<file path="src/tcpc_pkg.sv">
package tcpc_pkg;

    // ------------------------------------------------------------
    // register map
    // ------------------------------------------------------------
    localparam logic [10:0] ADDR_POWER_AND_SEQUENCE_CONTROL = 11'h000;
    localparam logic [15:0] POWER_AND_SEQUENCE_CONTROL_RESET = 16'h0000;
    localparam int REG_WIDTH = 16;
    localparam int ADDR_WIDTH = 11;

    // ------------------------------------------------------------
    // field positions
    // ------------------------------------------------------------
    localparam int MODE_LSB = 0;
    localparam int IDLE_WAKE_INTERVAL_LSB = 2;
    localparam int STAGE_COUNT_LSB = 4;
    localparam int DECIMATION_LSB = 8;
    localparam int SOFT_RESTART_TRIGGER_BIT = 10;
    localparam int IRQ_LEVEL_SELECT_BIT = 11;
    localparam int DRIVE_OUTPUT_A_DISABLE_BIT = 12;
    localparam int DRIVE_OUTPUT_B_DISABLE_BIT = 13;
    localparam int CONVERTER_BIAS_BOOST_LSB = 14;

    // ------------------------------------------------------------
    // encodings
    // ------------------------------------------------------------
    localparam logic [1:0] MODE_FULL_POWER = 2'h0;
    localparam logic [1:0] MODE_SHUTDOWN_A = 2'h1;
    localparam logic [1:0] MODE_LOW_POWER = 2'h2;
    localparam logic [1:0] MODE_SHUTDOWN_B = 2'h3;
    localparam logic [1:0] DECIM_256 = 2'h0;
    localparam logic [1:0] DECIM_128 = 2'h1;
    localparam logic [3:0] STAGE_COUNT_MAX = 4'hB;
    localparam logic [3:0] STAGE_ZERO = 4'h0;
    localparam logic [3:0] STAGE_STEP = 4'h1;

    // ------------------------------------------------------------
    // timing
    // ------------------------------------------------------------
    localparam int CLK_MHZ = 100;
    localparam int CYCLES_PER_US = CLK_MHZ;
    localparam int CYCLES_PER_MS = CLK_MHZ * 1000;
    localparam int MAX_STAGES = 12;
    localparam int FULL_SEQUENCE_TIME_US = 36000;
    localparam int STAGE_TIME_US = FULL_SEQUENCE_TIME_US / MAX_STAGES;
    localparam int IDLE_WAKE_UNIT_MS = 200;
    localparam int TIMER_WIDTH = 32;

    typedef enum logic [1:0] {
        ST_OFF = 2'b00,
        ST_CONVERT = 2'b01,
        ST_SLEEP = 2'b10
    } tcpc_state_t;

endpackage

</file>
<file path="src/tcpc_interval_timer.sv">
`timescale 1ns/1ps
module tcpc_interval_timer (
    // clock and reset
    input wire logic clk,
    input wire logic sys_rst,
    // control
    input wire logic load,
    input wire logic [tcpc_pkg::TIMER_WIDTH-1:0] loadValue,
    // status
    output logic done
);

    // ------------------------------------------------------------
    // down counter
    // ------------------------------------------------------------
    localparam logic [tcpc_pkg::TIMER_WIDTH-1:0] CNT_ZERO = '0;
    localparam logic [tcpc_pkg::TIMER_WIDTH-1:0] CNT_ONE = 1;

    logic [tcpc_pkg::TIMER_WIDTH-1:0] count;
    logic [tcpc_pkg::TIMER_WIDTH-1:0] next_count;

    // a reload in the expiry cycle wins, so the old count never lingers
    always_comb begin
        next_count = count;
        if (load) begin
            next_count = loadValue;
        end else if (count != CNT_ZERO) begin
            next_count = count - CNT_ONE;
        end
    end

    always_ff @(posedge clk) begin
        if (sys_rst) begin
            count <= CNT_ZERO;
        end else begin
            count <= next_count;
        end
    end

    // done must not look at load: the sequencer raises load from done,
    // and gating done by load would close a combinational loop
    assign done = count == CNT_ONE;

endmodule

</file>
<file path="src/tcpc_power_control.sv">
`timescale 1ns/1ps
module tcpc_power_control #(
    parameter int unsigned STAGE_CYCLES =
        tcpc_pkg::STAGE_TIME_US * tcpc_pkg::CYCLES_PER_US,
    parameter int unsigned IDLE_WAKE_UNIT_CYCLES =
        tcpc_pkg::IDLE_WAKE_UNIT_MS * tcpc_pkg::CYCLES_PER_MS
) (
    // clock and reset
    input wire logic clk,
    input wire logic sys_rst,
    // register port from the serial interface
    input wire logic [tcpc_pkg::ADDR_WIDTH-1:0] regAddr,
    input wire logic regWrite,
    input wire logic [tcpc_pkg::REG_WIDTH-1:0] regWdata,
    input wire logic regRead,
    output logic [tcpc_pkg::REG_WIDTH-1:0] regRdata,
    output logic regRdataValid,
    // converter control
    output logic stageStart,
    output logic [3:0] stageIndex,
    output logic convActive,
    output logic [1:0] decimationSelect,
    output logic [1:0] converterBiasBoost,
    output logic driveOutputAEnable,
    output logic driveOutputBEnable,
    output logic irqLevelSelect,
    output logic softRestart
);

    // ------------------------------------------------------------
    // control word
    // ------------------------------------------------------------
    logic [tcpc_pkg::REG_WIDTH-1:0] ctrl;
    logic [tcpc_pkg::REG_WIDTH-1:0] next_ctrl;
    logic restartPulse;
    logic next_restartPulse;
    logic [tcpc_pkg::REG_WIDTH-1:0] next_regRdata;
    logic next_regRdataValid;
    logic hit;

    assign hit = regAddr == tcpc_pkg::ADDR_POWER_AND_SEQUENCE_CONTROL;

    // restart bit is never stored, so it reads zero
    always_comb begin
        next_ctrl = ctrl;
        next_restartPulse = 1'b0;
        next_regRdata = regRdata;
        next_regRdataValid = regRead;
        if (regWrite && hit) begin
            if (regWdata[tcpc_pkg::SOFT_RESTART_TRIGGER_BIT]) begin
                next_ctrl = tcpc_pkg::POWER_AND_SEQUENCE_CONTROL_RESET;
                next_restartPulse = 1'b1;
            end else begin
                next_ctrl = regWdata;
            end
            next_ctrl[tcpc_pkg::SOFT_RESTART_TRIGGER_BIT] = 1'b0;
        end
        if (regRead) begin
            next_regRdata = hit ? ctrl : '0;
        end
    end

    always_ff @(posedge clk) begin
        if (sys_rst) begin
            ctrl <= tcpc_pkg::POWER_AND_SEQUENCE_CONTROL_RESET;
            restartPulse <= 1'b0;
            regRdata <= '0;
            regRdataValid <= 1'b0;
        end else begin
            ctrl <= next_ctrl;
            restartPulse <= next_restartPulse;
            regRdata <= next_regRdata;
            regRdataValid <= next_regRdataValid;
        end
    end

    // ------------------------------------------------------------
    // field decode
    // ------------------------------------------------------------
    logic [1:0] mode;
    logic [1:0] wakeCode;
    logic [3:0] lastStage;
    logic [1:0] decim;

    assign mode = ctrl[tcpc_pkg::MODE_LSB +: 2];
    assign wakeCode = ctrl[tcpc_pkg::IDLE_WAKE_INTERVAL_LSB +: 2];
    assign decim = ctrl[tcpc_pkg::DECIMATION_LSB +: 2];

    // oversized stage field is clamped rather than overrunning 12
    assign lastStage =
        (ctrl[tcpc_pkg::STAGE_COUNT_LSB +: 4] > tcpc_pkg::STAGE_COUNT_MAX) ?
        tcpc_pkg::STAGE_COUNT_MAX :
        ctrl[tcpc_pkg::STAGE_COUNT_LSB +: 4];

    // output fields are straight from the flops
    assign decimationSelect = decim;
    assign converterBiasBoost =
        ctrl[tcpc_pkg::CONVERTER_BIAS_BOOST_LSB +: 2];
    assign driveOutputAEnable =
        !ctrl[tcpc_pkg::DRIVE_OUTPUT_A_DISABLE_BIT];
    assign driveOutputBEnable =
        !ctrl[tcpc_pkg::DRIVE_OUTPUT_B_DISABLE_BIT];
    assign irqLevelSelect = ctrl[tcpc_pkg::IRQ_LEVEL_SELECT_BIT];
    assign softRestart = restartPulse;

    // stage length follows decimation; illegal codes fall back to 256
    function automatic logic [tcpc_pkg::TIMER_WIDTH-1:0] stageLen(
        input logic [1:0] d
    );
        logic [tcpc_pkg::TIMER_WIDTH-1:0] full;
        full = tcpc_pkg::TIMER_WIDTH'(STAGE_CYCLES);
        stageLen = (d == tcpc_pkg::DECIM_128) ? (full >> 1) : full;
    endfunction

    // wake delay is (code + 1) units of 200 ms
    function automatic logic [tcpc_pkg::TIMER_WIDTH-1:0] wakeLen(
        input logic [1:0] c
    );
        logic [tcpc_pkg::TIMER_WIDTH-1:0] mult;
        mult = tcpc_pkg::TIMER_WIDTH'(c) + 1;
        wakeLen = tcpc_pkg::TIMER_WIDTH'(
            mult * tcpc_pkg::TIMER_WIDTH'(IDLE_WAKE_UNIT_CYCLES));
    endfunction

    // ------------------------------------------------------------
    // sequencer
    // ------------------------------------------------------------
    tcpc_pkg::tcpc_state_t state;
    tcpc_pkg::tcpc_state_t next_state;
    logic [3:0] next_stageIndex;
    logic next_stageStart;
    logic timerLoad;
    logic [tcpc_pkg::TIMER_WIDTH-1:0] timerValue;
    logic timerDone;
    logic shutdown;

    assign shutdown = (mode == tcpc_pkg::MODE_SHUTDOWN_A) ||
                      (mode == tcpc_pkg::MODE_SHUTDOWN_B);

    // a mode change is taken at the next sequence end, except shutdown
    always_comb begin
        next_state = state;
        next_stageIndex = stageIndex;
        next_stageStart = 1'b0;
        timerLoad = 1'b0;
        timerValue = stageLen(decim);
        case (state)
            tcpc_pkg::ST_OFF: begin
                if (!shutdown) begin
                    next_state = tcpc_pkg::ST_CONVERT;
                    next_stageIndex = tcpc_pkg::STAGE_ZERO;
                    next_stageStart = 1'b1;
                    timerLoad = 1'b1;
                end
            end
            tcpc_pkg::ST_CONVERT: begin
                if (timerDone) begin
                    if (stageIndex < lastStage) begin
                        next_stageIndex = stageIndex + tcpc_pkg::STAGE_STEP;
                        next_stageStart = 1'b1;
                        timerLoad = 1'b1;
                    end else if (mode == tcpc_pkg::MODE_LOW_POWER) begin
                        next_state = tcpc_pkg::ST_SLEEP;
                        timerValue = wakeLen(wakeCode);
                        timerLoad = 1'b1;
                    end else begin
                        next_stageIndex = tcpc_pkg::STAGE_ZERO;
                        next_stageStart = 1'b1;
                        timerLoad = 1'b1;
                    end
                end
            end
            tcpc_pkg::ST_SLEEP: begin
                if (timerDone) begin
                    next_state = tcpc_pkg::ST_CONVERT;
                    next_stageIndex = tcpc_pkg::STAGE_ZERO;
                    next_stageStart = 1'b1;
                    timerLoad = 1'b1;
                end
            end
            default: begin
                next_state = tcpc_pkg::ST_OFF;
            end
        endcase
        if (shutdown || restartPulse) begin
            next_state = tcpc_pkg::ST_OFF;
            next_stageIndex = tcpc_pkg::STAGE_ZERO;
            next_stageStart = 1'b0;
            timerLoad = 1'b0;
        end
    end

    always_ff @(posedge clk) begin
        if (sys_rst) begin
            state <= tcpc_pkg::ST_OFF;
            stageIndex <= tcpc_pkg::STAGE_ZERO;
            stageStart <= 1'b0;
        end else begin
            state <= next_state;
            stageIndex <= next_stageIndex;
            stageStart <= next_stageStart;
        end
    end

    assign convActive = state == tcpc_pkg::ST_CONVERT;

    // one shared timer serves both stage length and wake delay
    tcpc_interval_timer timer (
        .clk(clk),
        .sys_rst(sys_rst),
        .load(timerLoad),
        .loadValue(timerValue),
        .done(timerDone)
    );

endmodule

</file>
<file path="config.mk">
export PLATFORM = sky130hd
export DESIGN_NAME = tcpc_power_control
export DESIGN_NICKNAME = d
export VERILOG_FILES = /design/src/tcpc_pkg.sv /design/src/tcpc_interval_timer.sv /design/src/tcpc_power_control.sv
export SDC_FILE = /design/constraint.sdc
export NUM_CORES = 1
export LEC_CHECK = 0
export ABC_AREA = 1
export BUFFER_PORTS_ARGS = -buffer_cell sky130_fd_sc_hd__buf_2
export CAP_MARGIN = 20
export CORE_MARGIN = 2
export CORE_UTILIZATION = 40
export CTS_CLUSTER_DIAMETER = 80
export DETAILED_ROUTE_END_ITERATION = 16
export PLACE_DENSITY = 0.6
export SLEW_MARGIN = 10
export SYNTH_ARGS = -nofsm -noshare
export SYNTH_HDL_FRONTEND = slang
export SYNTH_HIERARCHICAL = 1
export SYNTH_SLANG_ARGS = --single-unit
export TNS_END_PERCENT = 10
</file>
<file path="constraint.sdc">
create_clock -name clk -period 2.8 [get_ports clk]
set_clock_uncertainty 0.05 [all_clocks]
set_input_delay 0.56 -clock clk [delete_from_list [all_inputs] [get_ports clk]]
set_output_delay 0.56 -clock clk [all_outputs]
set_load 0.03 [all_outputs]
</file>
Yosys cells after proc, flatten, opt, wreduce, memory -nomap -nowiden
Cells that the tools add are included.
{ "totals": {"register_bits": 72, "output_inout_bits": 31, "elab_cells": 74} }
{ "classes": {"n_addsub": 3, "n_mul": 1, "n_lt_le_gt_ge": 2, "eq_ne": 13, "muxes": 31, "n_bitwise": 1, "reduce_logical": 15} }
{ "op_table": {"columns": ["operator", "count"], "rows": [
  ["$mux 28", 4],
  ["$mux 32", 2],
  ["$eq 32x1->1 const B", 1],
  ["$mux 16", 2],
  ["$reduce_bool 32->1", 1],
  ["$sub 32x1->32 const B", 1],
  ["$mux 4", 6],
  ["$mul 3x17->20 const B", 1],
  ["$mux 19", 1],
  ["$pmux 4 s3", 1],
  ["$logic_not 11->1", 1],
  ["$mux 2", 5],
  ["$reduce_and 5->1", 2],
  ["$mux 1", 7],
  ["$eq 2x1->1 const B", 3],
  ["$eq 2x2->1 const B", 3],
  ["$ne 2x1->1 const B", 3],
  ["$pmux 2 s3", 1],
  ["$reduce_or 2->1", 3],
  ["$add 4x1->4 const B", 1],
  ["$gt 4x4->1 const B", 1],
  ["$lt 4x4->1", 1],
  ["$ne 2x2->1 const B", 2],
  ["$add 2x1->3 const B", 1],
  ["10 further kinds", 12]
]} }

Logic depth before layout (Yosys ltp)
Gate-level depths: netlist of the first run.
{ "logic_depth": {"word_depth": 7, "ltp_mapped": 15, "mapped_depth_nobuf": 15} }

Hierarchy
Netlist of the first run, hierarchy kept.
{ "by_module_without_submodules": {"columns": ["module", "n_inst", "cells_each", "area_each_um2"], "rows": [
  ["tcpc_interval_timer", 1, 393, 2285.9],
  ["tcpc_power_control", 1, 305, 2258.4]
]} }

Least setup slack after synthesis of the first run
Ideal clock, no wire load.
{ "synth_timing": {"path_type": "register to register", "start": "register timer/count[22] (netlist bit)", "end": "register timer/count[15] (netlist bit)", "setup_ns": 0.128, "t_arrival_ns": 2.210, "required_ns": 2.622, "slack_ns": 0.413, "path_stages_with_launch": 14, "n_path_buf": 2, "synth_period_minus_slack_ns": 2.387, "path_cell_list": "dfxtp_1 -> nor2_1 -> nand2_1 -> nor2_1 -> nand2_2 -> nor3_1 -> a21oi_1 -> nor3_1 -> buf_2 -> inv_1 -> buf_2 -> or2_2 -> nand3_1 -> nor2_1"} }
{ "synth_via": {"elab_chain_cells": 5, "elab_cells_between_ends": 9, "cone_classes": "eq/ne: 1; mux: 6; reduce/logical: 2"} }
{ "synth_lines": {"columns": ["item", "line", "text"], "rows": [
  ["start, declared", "tcpc_interval_timer.sv:19", "logic [tcpc_pkg::TIMER_WIDTH-1:0] count;"],
  ["start signal, assigned", "tcpc_interval_timer.sv:36", "count <= next_count;"],
  ["$eq 32x1->1 *", "tcpc_interval_timer.sv:42", "assign done = count == CNT_ONE;"],
  ["net timerDone", "tcpc_power_control.sv:134", "logic timerDone;"],
  ["$mux 1 *", "tcpc_power_control.sv:157", "if (timerDone) begin"],
  ["$pmux 1 s2 *", "tcpc_power_control.sv:147", "case (state)"],
  ["$mux 1 *", "tcpc_power_control.sv:185", "if (shutdown || restartPulse) begin"],
  ["net timerLoad", "tcpc_power_control.sv:132", "logic timerLoad;"],
  ["$mux 32 / $reduce_bool 2->1 (equally long branches)", null, null]
]} }
The timed path passes the listed nets; every way through them passes the cells marked *.
A chain may end at the register's enable or synchronous reset.

Final worst setup path of the first run
{ "layout_timing": {"start": "register timer/count[16] (netlist bit)", "end": "register timer/count[14] (netlist bit)"} }
The elaborated chain is that of the path after synthesis.

==> results of run 1 <==
layer usage:
| metal | vias up | track usage [%] | routed length, um |
|---|---|---|---|
| li1 | 2338 | - | - |
| met1 | 1999 | 25.0 | 5360 |
| met2 | 143 | 32.0 | 5520 |
| met3 | 20 | 4.56 | 689 |
| met4 | 0 | 8.00 | 294 |
| met5 | - | 0 | 0 |
critical path: cells and delay by family, from the launching register on:
kind | cells | cell delay (ns)
AO/OA/AOI/OAI | 1 | 0.07
buffers and inverters | 4 | 0.58
flip-flops | 1 | 0.34
AND/OR/NAND/NOR | 9 | 1.37
path summary, 6_finish.rpt:
check,start,end,slack (ns)
max,timer/count[16]$_SDFFE_PP0P_,timer/count[14]$_SDFFE_PP0P_,0.24
min,regWdata[14],ctrl[14]$_SDFFE_PP0P_,0.43
min reg2reg,ctrl[15]$_SDFFE_PP0P_,ctrl[15]$_SDFFE_PP0P_,0.44
max reg2reg,timer/count[16]$_SDFFE_PP0P_,timer/count[14]$_SDFFE_PP0P_,0.24
per-stage QoR:
stage                     instances  setup WS [ns]  utilization (%)  power [W]
final                           901          0.240             47.5    0.00312
after global routing            901         0.0764             47.5    0.00331
after CTS                       900          0.142             47.3    0.00313
after detailed placement        884          0.163             44.7    0.00203
after global placement          884          0.223             44.7    0.00202
after floorplan                 706          0.413                -    0.00183
timing repair:
item	in CTS	in global routing
resized for setup	0	5
hold buffers	0	0
setup buffers	0	1
setup endpoints to repair	0	11
registers in the layout (all words and copies together) (netlist names):
| register | count |
|---|---|
| state | 2 |
| regRdata | 15 |
| ctrl | 15 |
| timer/count | 32 |
| softRestart | 1 |
| regRdataValid | 1 |
| stageStart | 1 |
| stageIndex | 4 |
Yosys cell counts:
library cell	number
clkbuf_1	11
buf_2	3
nand3b_1	4
a31oi_1	2
and3_1	1
ha_1	19
buf_6	6
nand3_2	2
nor3_2	1
o21ba_2	1
nor2_2	3
nor2_1	132
nor3_1	4
xor2_1	9
buf_4	6
nand3_1	57
inv_2	4
buf_12	1
conb_1	1
and2_1	1
inv_1	65
nand2_2	9
nor4_2	2
nand3_4	1
nor2_8	1
a21oi_1	53
o21ai_0	34
or2_0	1
o21ai_1	3
nand2_4	4
a22oi_1	1
o21ai_2	2
xnor2_1	3
a21oi_2	1
clkinv_2	1
or2_2	6
a22oi_2	1
nor2_4	4
o21bai_1	1
nor3b_2	1
nand2_1	155
buf_1	2
nand4_1	8
dfxtp_1	71
cells by family (layout without fill, tap and decap cells):
logic type                 after synthesis  in the layout  share of synthesized area, %
and+or+nand+nor                        397            397                          39.4
AOI/OAI and AO/OA                       99             99                          11.6
buffers and inverters                   99            154                          10.1
DFF                                     71             71                          31.3
adders and majority gates               19             19                          5.23
xor gates and xnor gates                12             12                          2.31
other                                    1              9                        0.0825
layout make-up:
| class | count | area share, % |
|---|---|---|
| clock buffer | 11 | 4.65 |
| clock inverter | 5 | 0.767 |
| inverter | 70 | 5.06 |
| multi-input combinational | 536 | 52.0 |
| sequential | 71 | 27.2 |
| tap | 140 | 3.36 |
| timing repair buffer | 68 | 6.98 |
power by group:
group | internal, W | leakage [nW] | switching [W] | total, W
Clock | 0.000632 | 0.140 | 0.000463 | 0.00109
Combinational | 0.000286 | 1.68 | 0.000571 | 0.000857
Sequential | 0.00109 | 0.583 | 0.0000768 | 0.00117
==> reports/qor.yml, run 1 <==
status: "completed"
gp_congestion: 0.931
fill_cells: 1099
design_area_mm2: 0.00522
antenna_found_initial: 0
grt_pass1_vias: 4163
arrival_ns: 2.72
finalSetupTns_ns: 0
leakage_nw: 2.41
dpl-instance-area_mm2: 0.00491
vias: 4500
numPortBuffers: 60
critical-path-max-stage-delay_ns: 0.34
yosysSeqAreaShare_pct: 31.3
die-width_um: 111
max_freq_mhz: 391
seq_area_mm2: 0.00142
startpoint_type: "flip-flop"
min_period_ns: 2.56
rsz0062_at_grt: "no"
fp.coreArea_mm2: 0.0110
powerDensity_mw_per_mm2: 598
postRouteAntennaNets: 0
cts_max_path_buffers: 2
finalSetupViolCount: 0
syn_inst: 698
timing.final.crit_share_pct: 91.4
design.die.area_mm2: 0.0122
ys_warn_count: 6
path_clk_slew_ns: 0.06
cts_tree: "yes"
worstHoldPathCells: 3
layout_common_cells: "nand2_1, nor2_1, dfxtp_1"
grt_remaining_overflow: 0
drive_gt1_share_pct: 17.3
maxSlewHeadroom_pct: 60.5
multi_input_area_mm2: 0.00271
synth_area_leader_cell: "dfxtp_1"
drtIter0Drc: 209
final_common_cell: "nand2_1"
r2r_cells: 14
grt.total_usage_pct: 19.6
dpl.hpwl_um: 8840
worst_pin_slew_ns: 0.592
wl_per_cell_um: 13.2
synth_top_area_share_pct: 31.3
area_delta_synth_final_pct: 14.9
hold_viol_final: 0
critPathRequiredTime_ns: 2.96
holdWs_ns: 0.425
grt_max_degree: 52
crit_fanout: 51
die_y_um: 111
path_class: "flip-flop to flip-flop"
viasPerCell: 4.99
firstDrtPassIters: 5
cts_max_level: 3
io_pins: 62
antennaDiodeCount: 0
finalNetCount: 806
synthTopCellsByArea: "dfxtp_1, nand2_1, nor2_1"
numCtsBuffers: 9
cap_violations: 0
cts_sinks: 71
cp-end-kind: "flip-flop"
clk_latency_ns: 0.35
cp_cell_sequence: "nor2_1 -> nand2_1 -> nor2_1 -> nand2_2 -> nor3_2 -> buf_4 -> a21oi_1 -> nor3_2 -> buf_4 -> inv_1 -> buf_6 -> or2_2 -> nand3_1 -> nor2_1"
critPathMostFrequentCell: "nor2_1"
rows: 38
slowest_stage: "dfxtp_1"
synth_cell_type_count: 44
route.detailed.drc: 0
routed_wl_um: 11900
post_synth.cell_area_avg_um2: 6.51
initial_utilization_pct: 41.4
ys_ff_latch: 71
vdd_drop_max_v: 0.000366
netlist_area_mm2: 0.00454
hp-class: "input port to flip-flop"
grt_pass1_wl_um: 19700
cts-root-buf: "clkbuf_16"
maxSlewViolCount: 0
Power figures use the tool's default switching activity.
==> inputs of run 2 (changes only) <==
--- a/config.mk
+++ b/config.mk
@@ -8,11 +8,12 @@
 export ABC_AREA = 1
 export BUFFER_PORTS_ARGS = -buffer_cell sky130_fd_sc_hd__buf_2
 export CAP_MARGIN = 20
+export CORE_ASPECT_RATIO = 0.6
 export CORE_MARGIN = 2
-export CORE_UTILIZATION = 40
+export CORE_UTILIZATION = 25
 export CTS_CLUSTER_DIAMETER = 80
 export DETAILED_ROUTE_END_ITERATION = 16
-export PLACE_DENSITY = 0.6
+export PLACE_DENSITY = 0.42
 export SLEW_MARGIN = 10
 export SYNTH_ARGS = -nofsm -noshare
 export SYNTH_HDL_FRONTEND = slang
==> run 2 against run 1 <==
Effect of this change:
- maximum frequency increased by 4.1%
- non-clock buffer count increased by 10
- setup slack improved by 0.10 ns
- sequential power about the same
- register-to-register slack improved by 0.10 ns
- cell count increased by 12%
- total power increased by 7.6%
==> reports/qor.yml, run 2 (same netlist as run 1, synthesis figures left out) <==
leakage_nw: 2.47
design.die.area_mm2: 0.0193
wl_per_cell_um: 14.1
busiest_layer: "met1"
pwr-share-comb_pct: 27.6
timing.final.ws_setup_ns: 0.342
powerDensity_mw_per_mm2: 616
die-width_um: 178
gr-usage-met3_pct: 3.55
firstDrtPassIters: 5
antennaDiodeCount: 0
pwr-share-seq_pct: 35.1
viasPerCell: 4.39
numPortBuffers: 60
finalSetupViolCount: 0
dp_cells: 995
timing.final.crit_share_pct: 87.8
arrival_ns: 2.63
critPathRequiredTime_ns: 2.97
grt_remaining_overflow: 0
rows: 38
min_period_ns: 2.46
fill_cells: 1983
path_class: "flip-flop to flip-flop"
hold_viol_final: 0
gp_congestion: 0.856
grt.total_usage_pct: 15.8
area_delta_synth_final_pct: 19.9
rsz0062_at_grt: "no"
largest_register_ffs: 32
layout_common_cells: "nand2_1, nor2_1, dfxtp_1"
crit_fanout: 7
initial_utilization_pct: 25.4
design_area_mm2: 0.00545
cp-end-kind: "flip-flop"
postRouteAntennaNets: 0
hp-class: "input port to flip-flop"
cts_resized: 0
clk_latency_ns: 0.34
worst_pin_slew_ns: 0.635
cts_sinks: 71
path_clk_slew_ns: 0.07
postCtsHoldBufs: 0
total_power_w: 0.00336
die_y_um: 108
fp.coreArea_mm2: 0.0179
grtUsageMet1_pct: 25.6
antenna_found_initial: 0
dpl.hpwl_um: 11100
dpl-instance-area_mm2: 0.00513
max_freq_mhz: 407
grt_pass1_wl_um: 23400
p_switching_w: 0.00124
reg.largest.list: "timer/count: 32 flops, ctrl: 15 flops, regRdata: 15 flops"
cts_tree: "yes"
numCtsBuffers: 9
finalNetCount: 816
clkPwrFrac_pct: 37.4
cts_max_path_buffers: 2
p_int_w: 0.00212
routed_wl_um: 14300
vias: 4439
maxSlewViolCount: 0
final_common_cell: "nand2_1"
io_pins: 62
maxSlewHeadroom_pct: 57.7
regMostFlops: "timer/count"
grt_max_degree: 33
final_cells: 1011
p_sw_share_pct: 36.9
startpoint_type: "flip-flop"
grt_pass1_vias: 4280
grtUsageMet2_pct: 20.5
status: "completed"
cts-root-buf: "clkbuf_16"
route.detailed.drc: 0
drive_gt1_share_pct: 18.2
cap_violations: 0
cts_setup_buffers: 0
cts_max_level: 3
finalSetupTns_ns: 0
dp_slack_ns: 0.246
drtIter0Drc: 283
vdd_drop_max_v: 0.000304
[run 2: worst paths after layout]
kind | from | to | slack, ns | depth (start not counted)
max | timer/count[18]$_SDFFE_PP0P_ | timer/count[15]$_SDFFE_PP0P_ | 0.34 | 14
min | regWdata[14] | ctrl[14]$_SDFFE_PP0P_ | 0.42 | 3
max reg2reg | timer/count[18]$_SDFFE_PP0P_ | timer/count[15]$_SDFFE_PP0P_ | 0.34 | 14
min reg2reg | ctrl[11]$_SDFFE_PP0P_ | regRdata[11]$_SDFFE_PP0P_ | 0.44 | 2
[run 2: power by group through the flow]
stage | clock network, W | registers, W | logic [W]
2_1_floorplan | 0 | 0.00121 | 0.000615
3_3_place_gp | 0 | 0.00120 | 0.000932
3_5_place_dp | 0 | 0.00120 | 0.000918
4_1_cts | 0.00128 | 0.00118 | 0.000923
5_1_grt | 0.00132 | 0.00119 | 0.00105
6_report | 0.00125 | 0.00118 | 0.000926
[run 2: critical path, cell delays in order, from the launching register on]
cell and delay (ns):
dfxtp_1 0.36, nor2_1 0.19, nand2_1 0.13, nor2_1 0.14, nand2_2 0.12, nor3_2 0.18, buf_4 0.17, nand2_1 0.05
inv_1 0.10, nand3_4 0.13, o21ai_2 0.16, o21ai_0 0.13, or2_2 0.31, nand3_1 0.08, nor2_1 0.04
[run 2: per-stage QoR]
| step | hold WS [ns] | util [%] |
|---|---|---|
| finish | 0.418 | 30.4 |
| global route | 0.417 | 30.4 |
| CTS | 0.416 | 30.4 |
| detailed placement | 0.428 | 28.6 |
| global placement | 0.433 | 28.6 |
| floorplan | 0.400 | - |
[run 2: cell type report]
cell class | count | area (um^2) | area share [%]
Multi-Input combinational cell | 536 | 2700 | 49.6
Clock buffer | 9 | 225 | 4.13
Sequential cell | 71 | 1420 | 26.1
Clock inverter | 7 | 86.3 | 1.58
Inverter | 70 | 264 | 4.85
Tap cell | 240 | 300 | 5.51
Timing Repair Buffer | 78 | 448 | 8.22
[run 2: routing by layer]
metal | routed length [um] | share of wire [%]
met5 | 0 | 0
met4 | 99 | 0.69
met3 | 742 | 5.2
met2 | 5070 | 36
met1 | 8370 | 59
==> inputs of run 3 (changes only) <==
==> constraint.sdc (replaced) <==
create_clock -name clk -period 2.95 [get_ports clk]
set_clock_uncertainty 0.05 [all_clocks]
set_input_delay 0.59 -clock clk [delete_from_list [all_inputs] [get_ports clk]]
set_output_delay 0.59 -clock clk [all_outputs]
set_load 0.03 [all_outputs]
==> run 3 against run 2 <==
Effect of this change:
- combinational power is 7.8% lower
- clock power hardly changed
- sequential share of layout area is 0.18 points higher
- sequential power is 5% lower
- critical path depth is 1 lower
- setup slack worse by 0.040 ns
- critical endpoint is now timer/count[12]$_SDFFE_PP0P_
- largest power group unchanged
==> reports/qor.yml, run 3 (same netlist as run 1, synthesis figures left out) <==
fp.coreArea_mm2: 0.0179
finalNetCount: 811
post-route-util_pct: 30.2
largest_register_ffs: 32
maxSlewHeadroom_pct: 56.6
rows: 38
path_clk_slew_ns: 0.07
status: "completed"
hold_viol_final: 0
layout_common_cells: "nand2_1, nor2_1, dfxtp_1"
hp-class: "flip-flop to flip-flop"
cp-end-kind: "flip-flop"
slowest_stage: "dfxtp_1"
cap_violations: 0
initial_utilization_pct: 25.4
path_class: "flip-flop to flip-flop"
finalSetupViolCount: 0
cts_max_path_buffers: 2
timing.final.ws_setup_ns: 0.302
cts_sinks: 71
cp_cell_sequence: "nor2_1 -> nand2_1 -> nor2_1 -> nand2_2 -> nor3_1 -> buf_4 -> nand2_1 -> inv_1 -> nand3_4 -> buf_4 -> o21ai_0 -> nand2_1 -> a21oi_1"
worst_pin_slew_ns: 0.651
wl_per_cell_um: 14.0
grt_max_degree: 32
regMostFlops: "timer/count"
reg.largest.list: "timer/count: 32 flops, ctrl: 15 flops, regRdata: 15 flops"
critPathMostFrequentCell: "nand2_1"
critPathRequiredTime_ns: 3.18
grt_pass1_vias: 4146
grt.total_usage_pct: 15.6
powerDensity_mw_per_mm2: 597
drtIter0Drc: 415
routed_wl_um: 14100
grt_remaining_overflow: 0
cts_resized: 0
route.detailed.drc: 0
drive_gt1_share_pct: 17.5
antenna_found_initial: 0
rsz0062_at_grt: "no"
gp_congestion: 0.825
io_pins: 62
grt_pass1_wl_um: 22900
postRouteAntennaNets: 0
design.die.area_mm2: 0.0193
cts_setup_buffers: 0
postCtsHoldBufs: 0
numPortBuffers: 60
fill_cells: 2009
arrival_ns: 2.88
timing.final.crit_share_pct: 89.8
vias: 4388
finalSetupTns_ns: 0
die-width_um: 178
numCtsBuffers: 9
max_freq_mhz: 378
viasPerCell: 4.36
dp_slack_ns: 0.378
maxSlewViolCount: 0
startpoint_type: "flip-flop"
firstDrtPassIters: 5
crit_fanout: 11
total_power_w: 0.00323
leakage_nw: 2.45
vdd_drop_max_v: 0.000271
area_delta_synth_final_pct: 19.1
cts-root-buf: "clkbuf_16"
antennaDiodeCount: 0
critical-path-max-stage-delay_ns: 0.37
cts_tree: "yes"
dpl.hpwl_um: 10900
final_common_cell: "nand2_1"
dp_cells: 990
cts_max_level: 3
clk_latency_ns: 0.35
die_y_um: 108
min_period_ns: 2.65
final_cells: 1006
## run 3: layout make-up
| cell class | count | area (um^2) | area share, % |
|---|---|---|---|
| well taps | 240 | 300 | 5.55 |
| repair buffers | 73 | 398 | 7.35 |
| flip-flops and latches | 71 | 1420 | 26.3 |
| multi-input cells | 536 | 2700 | 49.9 |
| inverters | 70 | 264 | 4.88 |
| clock inverters | 7 | 104 | 1.92 |
| clock buffers | 9 | 225 | 4.16 |
## run 3: power breakdown
group | leakage, nW | switching [W] | internal, W | total, W
registers | 0.583 | 0.0000842 | 0.00104 | 0.00112
logic | 1.71 | 0.000574 | 0.000280 | 0.000854
clock network | 0.155 | 0.000500 | 0.000753 | 0.00125
## run 3: per-layer routing
layer  global-route usage (%)  vias up  part of all wire [%]
li1                         -     2339                     -
met1                     25.1     1944                    58
met2                     19.8       97                    35
met3                     4.29        8                   6.4
met4                     2.63        0                  0.57
met5                        0        -                     0
## run 3: critical path: cells and delay by family, from the launching register on
kind,cells,cell delay [ns]
AOI/OAI and AO/OA,2,0.52
buffers and inverters,3,0.51
DFF,1,0.37
and+or+nand+nor,8,1.13
## run 3: final timing paths
kind	slack, ns	cells after the start	from	end
worst max-delay path	0.30	13	timer/count[18]$_SDFFE_PP0P_	timer/count[12]$_SDFFE_PP0P_
worst min-delay path	0.44	2	ctrl[11]$_SDFFE_PP0P_	regRdata[11]$_SDFFE_PP0P_
worst max register to register	0.30	13	timer/count[18]$_SDFFE_PP0P_	timer/count[12]$_SDFFE_PP0P_
worst min register to register	0.44	2	ctrl[11]$_SDFFE_PP0P_	regRdata[11]$_SDFFE_PP0P_
## run 3: metrics by stage
| step | hold slack, ns | area [um^2] |
|---|---|---|
| after floorplan | 0.400 | 4570 |
| after global placement | 0.433 | 5080 |
| after detailed placement | 0.421 | 5080 |
| after CTS | 0.435 | 5410 |
| after global routing | 0.441 | 5410 |
| final | 0.441 | 5410 |
